File: config.mk
export PLATFORM = sky130hd
export DESIGN_NAME = dpws_top
export DESIGN_NICKNAME = d
export VERILOG_FILES = /design/src/verilog/dpws_pkg.sv /design/src/verilog/dpws_well_if.sv /design/src/verilog/dpws_well.sv /design/src/verilog/dpws_top.sv
export SDC_FILE = /design/constraint.sdc
export NUM_CORES = 1
export LEC_CHECK = 0
export ABC_AREA = 1
export BUFFER_PORTS_ARGS = -buffer_cell sky130_fd_sc_hd__buf_2
export CORE_ASPECT_RATIO = 1.2
export CORE_MARGIN = 5
export CORE_UTILIZATION = 64
export CTS_BUF_LIST = sky130_fd_sc_hd__clkbuf_16
export CTS_CLUSTER_SIZE = 28
export DETAILED_ROUTE_END_ITERATION = 10
export PLACE_DENSITY = 0.91
export SETUP_SLACK_MARGIN = 0.05
export SYNTH_ARGS = -nofsm -noshare
export SYNTH_HDL_FRONTEND = slang
export SYNTH_SLANG_ARGS = --single-unit
File: constraint.sdc
create_clock -name sys_clk -period 4.2 [get_ports sys_clk]
set_input_delay 0.84 -clock sys_clk [delete_from_list [all_inputs] [get_ports sys_clk]]
set_output_delay 0.84 -clock sys_clk [all_outputs]
set_load 0.005 [all_outputs]
File: src/verilog/dpws_pkg.sv
// dpws_pkg: shared constants for the display power well sequencer
// assumes a 50 MHz sys_clk and an AXI4-Lite register port with 32-bit data
package dpws_pkg;
    // ------------------------------------------------------------
    // wells, in power-up order
    // ------------------------------------------------------------
    localparam int NUM_WELLS = 5;
    localparam int WELL_BASE = 0;
    localparam int WELL_PRIMARY = 1;
    localparam int WELL_EXTERNAL = 2;
    localparam int WELL_THIRD = 3;
    localparam int WELL_FOURTH = 4;
    // ------------------------------------------------------------
    // register byte offsets
    // ------------------------------------------------------------
    localparam logic [7:0] OFF_REQUEST = 8'h00;
    localparam logic [7:0] OFF_STATE = 8'h04;
    localparam logic [7:0] OFF_FUSE = 8'h08;
    localparam logic [7:0] OFF_IRQ_STATUS = 8'h0c;
    localparam logic [7:0] OFF_IRQ_MASK = 8'h10;
    localparam logic [7:0] OFF_ACCESS = 8'h14;
    localparam logic [7:0] OFF_DOMAIN = 8'h18;
    // ------------------------------------------------------------
    // status bit positions: [4:0] timeout per well, [9:5] well usable
    // ------------------------------------------------------------
    localparam int IRQ_TMO_LSB = 0;
    localparam int IRQ_DONE_LSB = 5;
    localparam int IRQ_W = 10;
    localparam logic [4:0] REQ_RST = 5'h00;
    localparam logic [9:0] MASK_RST = 10'h000;
    // ------------------------------------------------------------
    // timing
    // ------------------------------------------------------------
    localparam int CLK_MHZ = 50;
    localparam int TIMEOUT_US = 20;
    localparam int TIMEOUT_CYC = TIMEOUT_US * CLK_MHZ;
    localparam int ACK_DLY_CYC = 8;
    localparam int FUSE_DLY_CYC = 8;
    localparam int CNT_W = 11;
    typedef enum logic [2:0] {
        DPWS_OFF = 3'b000,
        DPWS_RISE = 3'b001,
        DPWS_FUSE = 3'b010,
        DPWS_ON = 3'b011,
        DPWS_FALL = 3'b100,
        DPWS_ERR = 3'b101
    } dpws_state_e;
endpackage

File: src/verilog/dpws_well_if.sv
// dpws_well_if: command and status between the sequencer top and one well
// assumes the top drives want and allow, the well answers with its flags
`timescale 1ns/1ns
interface dpws_well_if;
    logic want;
    logic allow;
    logic on;
    logic fuse_done;
    logic usable;
    logic tmo;
    logic done_evt;
    modport ctl (output want, output allow, input on, input fuse_done, input usable,
                 input tmo, input done_evt);
    modport well (input want, input allow, output on, output fuse_done, output usable,
                  output tmo, output done_evt);
endinterface

File: src/verilog/dpws_well.sv
// dpws_well: one power well, its power switch, fuse distribution and watchdog
// assumes want and allow from the top already respect the chain order
`timescale 1ns/1ns
module dpws_well
    import dpws_pkg::*;
#(
    parameter int TMO_CYC = TIMEOUT_CYC,
    parameter int ACK_CYC = ACK_DLY_CYC,
    parameter int FUSE_CYC = FUSE_DLY_CYC
) (
    input wire logic sys_clk,
    input wire logic srst,
    dpws_well_if.well w
);
    import dpws_pkg::*;

    dpws_state_e state_ff, nxt_state;
    logic [CNT_W-1:0] cnt_ff, nxt_cnt;
    logic [CNT_W-1:0] wdog_ff, nxt_wdog;
    logic tmo_ff, nxt_tmo;
    logic done_ff, nxt_done;

    // ------------------------------------------------------------
    // sequencing of power switch, fuse distribution and watchdog
    // ------------------------------------------------------------
    // the watchdog is kept apart from the settle counter so that a slow switch
    // shows up as an error rather than stalling the whole chain silently
    always_comb begin
        nxt_state = state_ff;
        nxt_cnt = cnt_ff;
        nxt_wdog = wdog_ff + 1'b1;
        nxt_tmo = 1'b0;
        nxt_done = 1'b0;
        unique case (state_ff)
            DPWS_OFF: begin
                nxt_wdog = '0;
                if (w.want && w.allow) begin
                    nxt_state = DPWS_RISE;
                    nxt_cnt = '0;
                end
            end
            DPWS_RISE: begin
                nxt_cnt = cnt_ff + 1'b1;
                if (cnt_ff == CNT_W'(ACK_CYC - 1)) begin
                    nxt_state = DPWS_FUSE;
                    nxt_cnt = '0;
                    nxt_wdog = '0;
                end
            end
            DPWS_FUSE: begin
                nxt_cnt = cnt_ff + 1'b1;
                if (cnt_ff == CNT_W'(FUSE_CYC - 1)) begin
                    nxt_state = DPWS_ON;
                    nxt_done = 1'b1;
                end
            end
            DPWS_ON: begin
                nxt_wdog = '0;
                if (!w.want) begin
                    nxt_state = DPWS_FALL;
                    nxt_cnt = '0;
                end
            end
            DPWS_FALL: begin
                nxt_cnt = cnt_ff + 1'b1;
                if (cnt_ff == CNT_W'(ACK_CYC - 1)) begin
                    nxt_state = DPWS_OFF;
                end
            end
            DPWS_ERR: begin
                nxt_wdog = '0;
                // dropping the request is the only way out of an error
                if (!w.want) begin
                    nxt_state = DPWS_OFF;
                end
            end
            default: begin
                nxt_state = DPWS_OFF;
            end
        endcase
        if ((state_ff == DPWS_RISE || state_ff == DPWS_FUSE || state_ff == DPWS_FALL) &&
            wdog_ff == CNT_W'(TMO_CYC - 1) && nxt_state == state_ff) begin
            nxt_state = DPWS_ERR;
            nxt_tmo = 1'b1;
        end
    end

    // registers of the well
    always_ff @(posedge sys_clk) begin
        if (srst) begin
            state_ff <= DPWS_OFF;
            cnt_ff <= '0;
            wdog_ff <= '0;
            tmo_ff <= 1'b0;
            done_ff <= 1'b0;
        end else begin
            state_ff <= nxt_state;
            cnt_ff <= nxt_cnt;
            wdog_ff <= nxt_wdog;
            tmo_ff <= nxt_tmo;
            done_ff <= nxt_done;
        end
    end

    // state flags seen by software
    assign w.on = (state_ff == DPWS_FUSE) || (state_ff == DPWS_ON);
    assign w.fuse_done = (state_ff == DPWS_ON);
    assign w.usable = (state_ff == DPWS_ON);
    assign w.tmo = tmo_ff;
    assign w.done_evt = done_ff;
endmodule

File: src/verilog/dpws_top.sv
// dpws_top: display power well sequencer with an AXI4-Lite register port
// assumes a single 50 MHz clock, synchronous reset, one master on the bus
//
// Behaviour
// - wells come up one by one in chain order and none may be skipped
// - the base well turns itself on whenever software touches the display engine
// - setting the external well request makes it report enabled, within 20 us
// - after enabled, the fuse distribution done flag follows within 20 us
// - wells go down in reverse order and none drops while a higher one is on
// - clearing a request makes the well report disabled within 20 us
// - the remote console function brings the external well up without software; here it still waits for a software request of the primary well
// - buffer registers stay in the base well while its logic is in the primary well
// - interrupt logic is in the base well, pipe interrupts in their pipe well
// - central power logic is in the base well, frame compression in the primary well
// - the primary well holds pipe A for DSI; VGA and pipe B are in the external well
// - the third well holds pipe C and the fourth pipe D with compression and joining
//
// Decided for this implementation: the register offsets and the AXI4-Lite register port.
`timescale 1ns/1ns
module dpws_top
    import dpws_pkg::*;
#(
    parameter int TMO_CYC = TIMEOUT_CYC
) (
    input wire logic sys_clk,
    input wire logic srst,
    input wire logic [7:0] s_axi_awaddr,
    input wire logic s_axi_awvalid,
    output logic s_axi_awready,
    input wire logic [31:0] s_axi_wdata,
    input wire logic [3:0] s_axi_wstrb,
    input wire logic s_axi_wvalid,
    output logic s_axi_wready,
    output logic [1:0] s_axi_bresp,
    output logic s_axi_bvalid,
    input wire logic s_axi_bready,
    input wire logic [7:0] s_axi_araddr,
    input wire logic s_axi_arvalid,
    output logic s_axi_arready,
    output logic [31:0] s_axi_rdata,
    output logic [1:0] s_axi_rresp,
    output logic s_axi_rvalid,
    input wire logic s_axi_rready,
    input wire logic remote_console_function,
    input wire logic vga_enable_req,
    output logic vga_output_en,
    output logic [NUM_WELLS-1:0] well_power_on,
    output logic irq
);
    import dpws_pkg::*;

    // ------------------------------------------------------------
    // bus slave state
    // ------------------------------------------------------------
    logic aw_ff, nxt_aw;
    logic w_ff, nxt_w;
    logic [7:0] awaddr_ff, nxt_awaddr;
    logic [31:0] wdata_ff, nxt_wdata;
    logic [3:0] wstrb_ff, nxt_wstrb;
    logic bvalid_ff, nxt_bvalid;
    logic [1:0] bresp_ff, nxt_bresp;
    logic rvalid_ff, nxt_rvalid;
    logic [31:0] rdata_ff, nxt_rdata;
    logic [1:0] rresp_ff, nxt_rresp;
    logic base_on_ff, nxt_base_on;
    logic [4:0] req_ff, nxt_req;
    logic [IRQ_W-1:0] stat_ff, nxt_stat;
    logic [IRQ_W-1:0] mask_ff, nxt_mask;
    logic vga_ff, nxt_vga;
    logic wr_go;
    logic [IRQ_W-1:0] evt;
    logic [NUM_WELLS-1:0] on_v, fuse_v, usable_v, tmo_v, done_v;

    dpws_well_if wl [NUM_WELLS] ();

    // ------------------------------------------------------------
    // well chain
    // ------------------------------------------------------------
    // want is gated by the wells above so a lower well cannot fall first
    for (genvar i = 0; i < NUM_WELLS; i++) begin : g_well
        logic req_eff;
        logic hold_up;
        if (i == WELL_BASE) begin : g_base
            assign req_eff = base_on_ff;
            assign wl[i].allow = 1'b1;
        end else if (i == WELL_EXTERNAL) begin : g_ext
            assign req_eff = req_ff[i] | remote_console_function;
            assign wl[i].allow = usable_v[i-1];
        end else begin : g_mid
            assign req_eff = req_ff[i];
            assign wl[i].allow = &usable_v[i-1:0];
        end
        if (i == NUM_WELLS - 1) begin : g_top
            assign hold_up = 1'b0;
        end else begin : g_low
            assign hold_up = |on_v[NUM_WELLS-1:i+1];
        end
        assign wl[i].want = req_eff | hold_up;
        assign on_v[i] = wl[i].on;
        assign fuse_v[i] = wl[i].fuse_done;
        assign usable_v[i] = wl[i].usable;
        assign tmo_v[i] = wl[i].tmo;
        assign done_v[i] = wl[i].done_evt;
        dpws_well #(
            .TMO_CYC(TMO_CYC),
            .ACK_CYC(ACK_DLY_CYC),
            .FUSE_CYC(FUSE_DLY_CYC)
        ) u_well (
            .sys_clk(sys_clk),
            .srst(srst),
            .w(wl[i])
        );
    end

    // power rails for the domains:
    // base holds buffer registers, interrupts, central power
    // primary pipe A and frame compression, external pipe B and VGA
    assign well_power_on = on_v;
    assign vga_output_en = vga_ff & usable_v[WELL_EXTERNAL];

    // ------------------------------------------------------------
    // interrupt status
    // ------------------------------------------------------------
    assign evt = {done_v, tmo_v};
    assign irq = |(stat_ff & mask_ff);

    // ------------------------------------------------------------
    // AXI4-Lite slave and registers
    // ------------------------------------------------------------
    assign s_axi_awready = !aw_ff && !bvalid_ff;
    assign s_axi_wready = !w_ff && !bvalid_ff;
    assign s_axi_arready = !rvalid_ff;
    assign s_axi_bvalid = bvalid_ff;
    assign s_axi_bresp = bresp_ff;
    assign s_axi_rvalid = rvalid_ff;
    assign s_axi_rdata = rdata_ff;
    assign s_axi_rresp = rresp_ff;
    assign wr_go = aw_ff && w_ff && !bvalid_ff;

    // address and data are latched separately so either may come first
    always_comb begin
        nxt_aw = aw_ff;
        nxt_w = w_ff;
        nxt_awaddr = awaddr_ff;
        nxt_wdata = wdata_ff;
        nxt_wstrb = wstrb_ff;
        nxt_bvalid = bvalid_ff;
        nxt_bresp = bresp_ff;
        nxt_rvalid = rvalid_ff;
        nxt_rdata = rdata_ff;
        nxt_rresp = rresp_ff;
        nxt_req = req_ff;
        nxt_mask = mask_ff;
        nxt_vga = vga_ff;
        nxt_base_on = base_on_ff;
        nxt_stat = stat_ff;
        if (s_axi_awvalid && s_axi_awready) begin
            nxt_aw = 1'b1;
            nxt_awaddr = s_axi_awaddr;
        end
        if (s_axi_wvalid && s_axi_wready) begin
            nxt_w = 1'b1;
            nxt_wdata = s_axi_wdata;
            nxt_wstrb = s_axi_wstrb;
        end
        if (s_axi_bvalid && s_axi_bready) begin
            nxt_bvalid = 1'b0;
        end
        if (s_axi_rvalid && s_axi_rready) begin
            nxt_rvalid = 1'b0;
        end
        if (wr_go || (s_axi_arvalid && s_axi_arready)) begin
            nxt_base_on = 1'b1;
        end
        if (wr_go) begin
            nxt_aw = 1'b0;
            nxt_w = 1'b0;
            nxt_bvalid = 1'b1;
            nxt_bresp = 2'b00;
            unique case ({awaddr_ff[7:2], 2'b00})
                OFF_REQUEST: begin
                    if (wstrb_ff[0]) begin
                        nxt_req = {wdata_ff[4:1], 1'b0};
                    end
                end
                OFF_IRQ_STATUS: begin
                    // each byte lane clears only its own bits
                    if (wstrb_ff[0]) begin
                        nxt_stat[7:0] = stat_ff[7:0] & ~wdata_ff[7:0];
                    end
                    if (wstrb_ff[1]) begin
                        nxt_stat[9:8] = stat_ff[9:8] & ~wdata_ff[9:8];
                    end
                end
                OFF_IRQ_MASK: begin
                    if (wstrb_ff[0]) begin
                        nxt_mask[7:0] = wdata_ff[7:0];
                    end
                    if (wstrb_ff[1]) begin
                        nxt_mask[9:8] = wdata_ff[9:8];
                    end
                end
                OFF_ACCESS: begin
                    if (wstrb_ff[0]) begin
                        nxt_vga = wdata_ff[0];
                    end
                end
                OFF_STATE, OFF_FUSE, OFF_DOMAIN: begin
                    nxt_bresp = 2'b00;
                end
                default: begin
                    nxt_bresp = 2'b10;
                end
            endcase
        end
        // hardware set wins over a software clear in the same cycle
        nxt_stat = nxt_stat | evt;
        if (s_axi_arvalid && s_axi_arready) begin
            nxt_rvalid = 1'b1;
            nxt_rresp = 2'b00;
            unique case ({s_axi_araddr[7:2], 2'b00})
                OFF_REQUEST: nxt_rdata = {27'h0, req_ff};
                OFF_STATE: nxt_rdata = {27'h0, on_v};
                OFF_FUSE: nxt_rdata = {27'h0, fuse_v};
                OFF_IRQ_STATUS: nxt_rdata = {22'h0, stat_ff};
                OFF_IRQ_MASK: nxt_rdata = {22'h0, mask_ff};
                OFF_ACCESS: nxt_rdata = {30'h0, vga_output_en, vga_ff};
                OFF_DOMAIN: nxt_rdata = {27'h0, usable_v};
                default: begin
                    nxt_rdata = 32'h0;
                    nxt_rresp = 2'b10;
                end
            endcase
        end
    end

    // register stage for the bus and control state
    always_ff @(posedge sys_clk) begin
        if (srst) begin
            aw_ff <= 1'b0;
            w_ff <= 1'b0;
            awaddr_ff <= 8'h00;
            wdata_ff <= 32'h0;
            wstrb_ff <= 4'h0;
            bvalid_ff <= 1'b0;
            bresp_ff <= 2'b00;
            rvalid_ff <= 1'b0;
            rdata_ff <= 32'h0;
            rresp_ff <= 2'b00;
            req_ff <= REQ_RST;
            mask_ff <= MASK_RST;
            stat_ff <= '0;
            vga_ff <= 1'b0;
            base_on_ff <= 1'b0;
        end else begin
            aw_ff <= nxt_aw;
            w_ff <= nxt_w;
            awaddr_ff <= nxt_awaddr;
            wdata_ff <= nxt_wdata;
            wstrb_ff <= nxt_wstrb;
            bvalid_ff <= nxt_bvalid;
            bresp_ff <= nxt_bresp;
            rvalid_ff <= nxt_rvalid;
            rdata_ff <= nxt_rdata;
            rresp_ff <= nxt_rresp;
            req_ff <= nxt_req;
            mask_ff <= nxt_mask;
            stat_ff <= nxt_stat;
            vga_ff <= nxt_vga;
            base_on_ff <= nxt_base_on;
        end
    end
endmodule

==> impl_metrics.tcl <==
set metrics [dict create \
    holdBufCountCts 0 \
    netlist.area_leader.share_pct 39.5 \
    final_cell_area_um2 10800 \
    fp.dieW_um 123 \
    area_of_the_placeable_core_um2 15100 \
    postCtsSetupBuffers 0 \
    synth-edff-count 0 \
    worstMarginPinSlew_ns 1.19 \
    report.final.setup_viol 0 \
    rsz_0062_raised_after_global_routing "no" \
    seqCellArea_um2 3900 \
    drt_iter0_markers 897 \
    synth.cell_area_um2 9870 \
    clock_latency_at_the_later_pin_of_the_worst_skew_pair_ns 0.45 \
    top_level_i_o_count 109 \
    globalRouteOverflowTotal 0 \
    detailed_place.area_um2 10100 \
    critical_path_peak_fanout 5 \
    synth_cell_type_count 54 \
    final_hold_viol_count 0 \
    syn-mean-instance-area_um2 6.99 \
    number_of_global_route_vias_before_repair 8639 \
    layout.nets 1518 \
    grt_first_pass_wirelength_um 38500 \
    globalRouteTotalUtil_pct 25.9 \
    final_period_minus_worst_setup_slack_ns 2.60 \
    cellLeakagePower_uw 0.00440 \
    tritoncts "done" \
    required_time_at_the_worst_slack_endpoint_ns 3.36 \
    largest_area_contributor_in_the_netlist "sky130_fd_sc_hd__dfxtp_1" \
    cts-htree-levels 4 \
    most_frequently_used_cell_type_in_the_post_synthesis_netlist "sky130_fd_sc_hd__nand2_1" \
    place_inst 1632 \
    worst_slew_margin_relative_to_its_limit_pct 20.1 \
    globalplace.congestion 0.956 \
    synth-seq-cells 195 \
    rows 49 \
    initial_utilization_pct 65.5 \
    setup.reg_to_reg.worst_slack_ns 1.61 \
    outcome "finished clean" \
    number_of_instances_in_the_synthesized_netlist 1413 \
    post-route-worst-setup-slack_ns 1.60 \
    fmaxAchievable_mhz 385 \
    async_flop_share_pct 0 \
    clk_pin_slew_worst_paths_ns 0.07 \
    numCtsBuffers 17 \
    vdd_drop_max_uv 262 \
    drv_cap 0 \
    drt-total-wl_um 22800 \
    final_cell_count_no_fill 1664 \
    crit_type "reg -> out" \
    initial_antenna_violation_count 0 \
    fp.dieH_um 146 \
    post-place-ws_ns 1.67 \
    postSynth.topFlopCell "sky130_fd_sc_hd__dfxtp_1" \
    clock_tree.root_cell "sky130_fd_sc_hd__clkbuf_16" \
    place.detailed.hpwl_um 16200 \
    grt_max_degree 69 \
    tritoncts_num_sinks 195 \
    area.growth.synth_to_final_pct 9.18 \
    clockBufferDepth 2 \
    final-max-slew-violation-count 0 \
    post_drt_via_cell_ratio 5.59 \
    share_of_cells_above_drive_strength_1_pct 8.29 \
    post_synth_top_cells "sky130_fd_sc_hd__nand2_1, sky130_fd_sc_hd__nor2_1, sky130_fd_sc_hd__dfxtp_1" \
    startpoint_type "flop" \
    drcViolationCount 0 \
    worstHoldPathType "reg -> reg" \
    power.density_cell_area_nw_per_um2 358 \
    setup_tns_ns 0 \
    number_of_antenna_cells_inserted 0 \
    period_share_pct 61.9 \
    filler_cell_count 1194 \
    buffer_ports.inserted 55 \
    seq_total_area_yosys_pct 39.5 \
    cp_data_arrival_time_ns 1.76 \
    synth.yosys.warnings 0 \
    via_count 9295 \
    worst_clock_skew_ns 0.0158 \
    critPathCaptureType "output port" \
    routed_wire_length_per_instance_um 13.7 \
    dieArea_um2 18000 \
    synthTopCellsByArea "sky130_fd_sc_hd__dfxtp_1, sky130_fd_sc_hd__nand2_1, sky130_fd_sc_hd__nor2_1" \
    ant_nets 0 \
    multi_input_logic_area_um2 4970 \
    detail_route.first_pass.iterations 6 \
    cts_repair_resize_count 0 \
]
==> cells by family after synthesis <==
family          count (synthesis)  synth area share (%)
flops                         195                  39.5
fa+ha+maj                      10                  1.27
xor+xnor                       46                  4.08
other cells                     1                0.0380
buf+inv                       247                  11.0
simple gates                  667                  30.0
compound gates                247                  14.1
==> placed cells by master, fill, tap and decap left out, types with 8 or more instances in the layout <==
master / Yosys / layout
sky130_fd_sc_hd__a21oi_1: 115 / 115
sky130_fd_sc_hd__o21ai_0: 75 / 75
sky130_fd_sc_hd__inv_1: 176 / 176
sky130_fd_sc_hd__conb_1: 1 / 24
sky130_fd_sc_hd__o211ai_1: 10 / 10
sky130_fd_sc_hd__nand3_1: 80 / 80
sky130_fd_sc_hd__xor2_1: 35 / 35
sky130_fd_sc_hd__o21bai_1: 10 / 10
sky130_fd_sc_hd__dfxtp_1: 195 / 195
sky130_fd_sc_hd__ha_1: 10 / 10
sky130_fd_sc_hd__nor2_1: 204 / 204
sky130_fd_sc_hd__buf_2: 10 / 55
sky130_fd_sc_hd__nand4_1: 32 / 32
sky130_fd_sc_hd__nand2_1: 249 / 249
sky130_fd_sc_hd__nor4_1: 8 / 8
sky130_fd_sc_hd__xnor2_1: 11 / 11
sky130_fd_sc_hd__nor3b_1: 13 / 13
sky130_fd_sc_hd__nor3_1: 51 / 51
sky130_fd_sc_hd__clkbuf_16: 0 / 17
==> critical path, cell delays in order, from the launching register on <==
cell                      delay (ns)
sky130_fd_sc_hd__dfxtp_1        0.39
sky130_fd_sc_hd__nand2_1        0.11
sky130_fd_sc_hd__nor2_1         0.26
sky130_fd_sc_hd__inv_1          0.13
sky130_fd_sc_hd__nor2_1         0.25
sky130_fd_sc_hd__buf_2          0.17
==> registers in the layout, summed over array words and instances (netlist names) <==
register	count
s_axi_rdata	10
g_well.u_well.wdog_ff	55
s_axi_rvalid	1
g_well.u_well.w.tmo	5
vga_ff	1
s_axi_bresp	1
s_axi_rresp	1
wstrb_ff	2
g_well.u_well.state_ff	15
mask_ff	10
awaddr_ff	6
aw_ff	1
w_ff	1
g_well.u_well.cnt_ff	55
stat_ff	10
base_on_ff	1
g_well.u_well.w.done_evt	5
s_axi_bvalid	1
wdata_ff	10
req_ff	4
==> stage by stage <==
stage / util [%] / power, uW / hold slack [ns]
after global routing: 71.5 / 3990 / 0.472
after global placement: 67.1 / 2100 / 0.419
final: 71.5 / 3860 / 0.442
after floorplan: - / 2070 / 0.413
after detailed placement: 67.1 / 2100 / 0.425
after CTS: 71.5 / 3880 / 0.440
==> metal layers <==
metal	vias up	wire length [um]	track usage, %
met5	-	0	0
met4	0	992	12.5
met3	92	1170	4.84
met2	335	11600	44.8
met1	4229	9080	30.4
li1	4639	-	-
==> where the power goes <==
part	internal [uW]	switching [uW]	total, uW	leakage [uW]
sequential	1870	19.7	1890	0.00158
clock	1020	773	1800	0.000319
combinational	49.6	122	171	0.00251
total	2950	914	3860	0.00440
==> area by class of cell <==
cell class | instances | share of cell area (%)
clock inverter | 15 | 2.23
clock buffer | 17 | 3.95
tap | 204 | 2.37
multi-input combinational | 994 | 46.1
sequential | 195 | 36.2
inverter | 180 | 6.27
timing repair buffer | 59 | 2.83
==> worst paths after layout <==
kind / from / end / cells past startpoint
setup / recovery: g_well[2].u_well.state_ff[1]$_SDFF_PP0_ / vga_output_en / 5
hold / removal: g_well[0].u_well.w.tmo$_SDFF_PP0_ / stat_ff[0]$_SDFF_PP0_ / 2
setup reg to reg: g_well[0].u_well.cnt_ff[0]$_SDFFE_PP0P_ / g_well[0].u_well.wdog_ff[9]$_SDFF_PP0_ / 9
hold reg to reg: g_well[0].u_well.w.tmo$_SDFF_PP0_ / stat_ff[0]$_SDFF_PP0_ / 2
No activity file was read; power rests on OpenSTA's default activity.
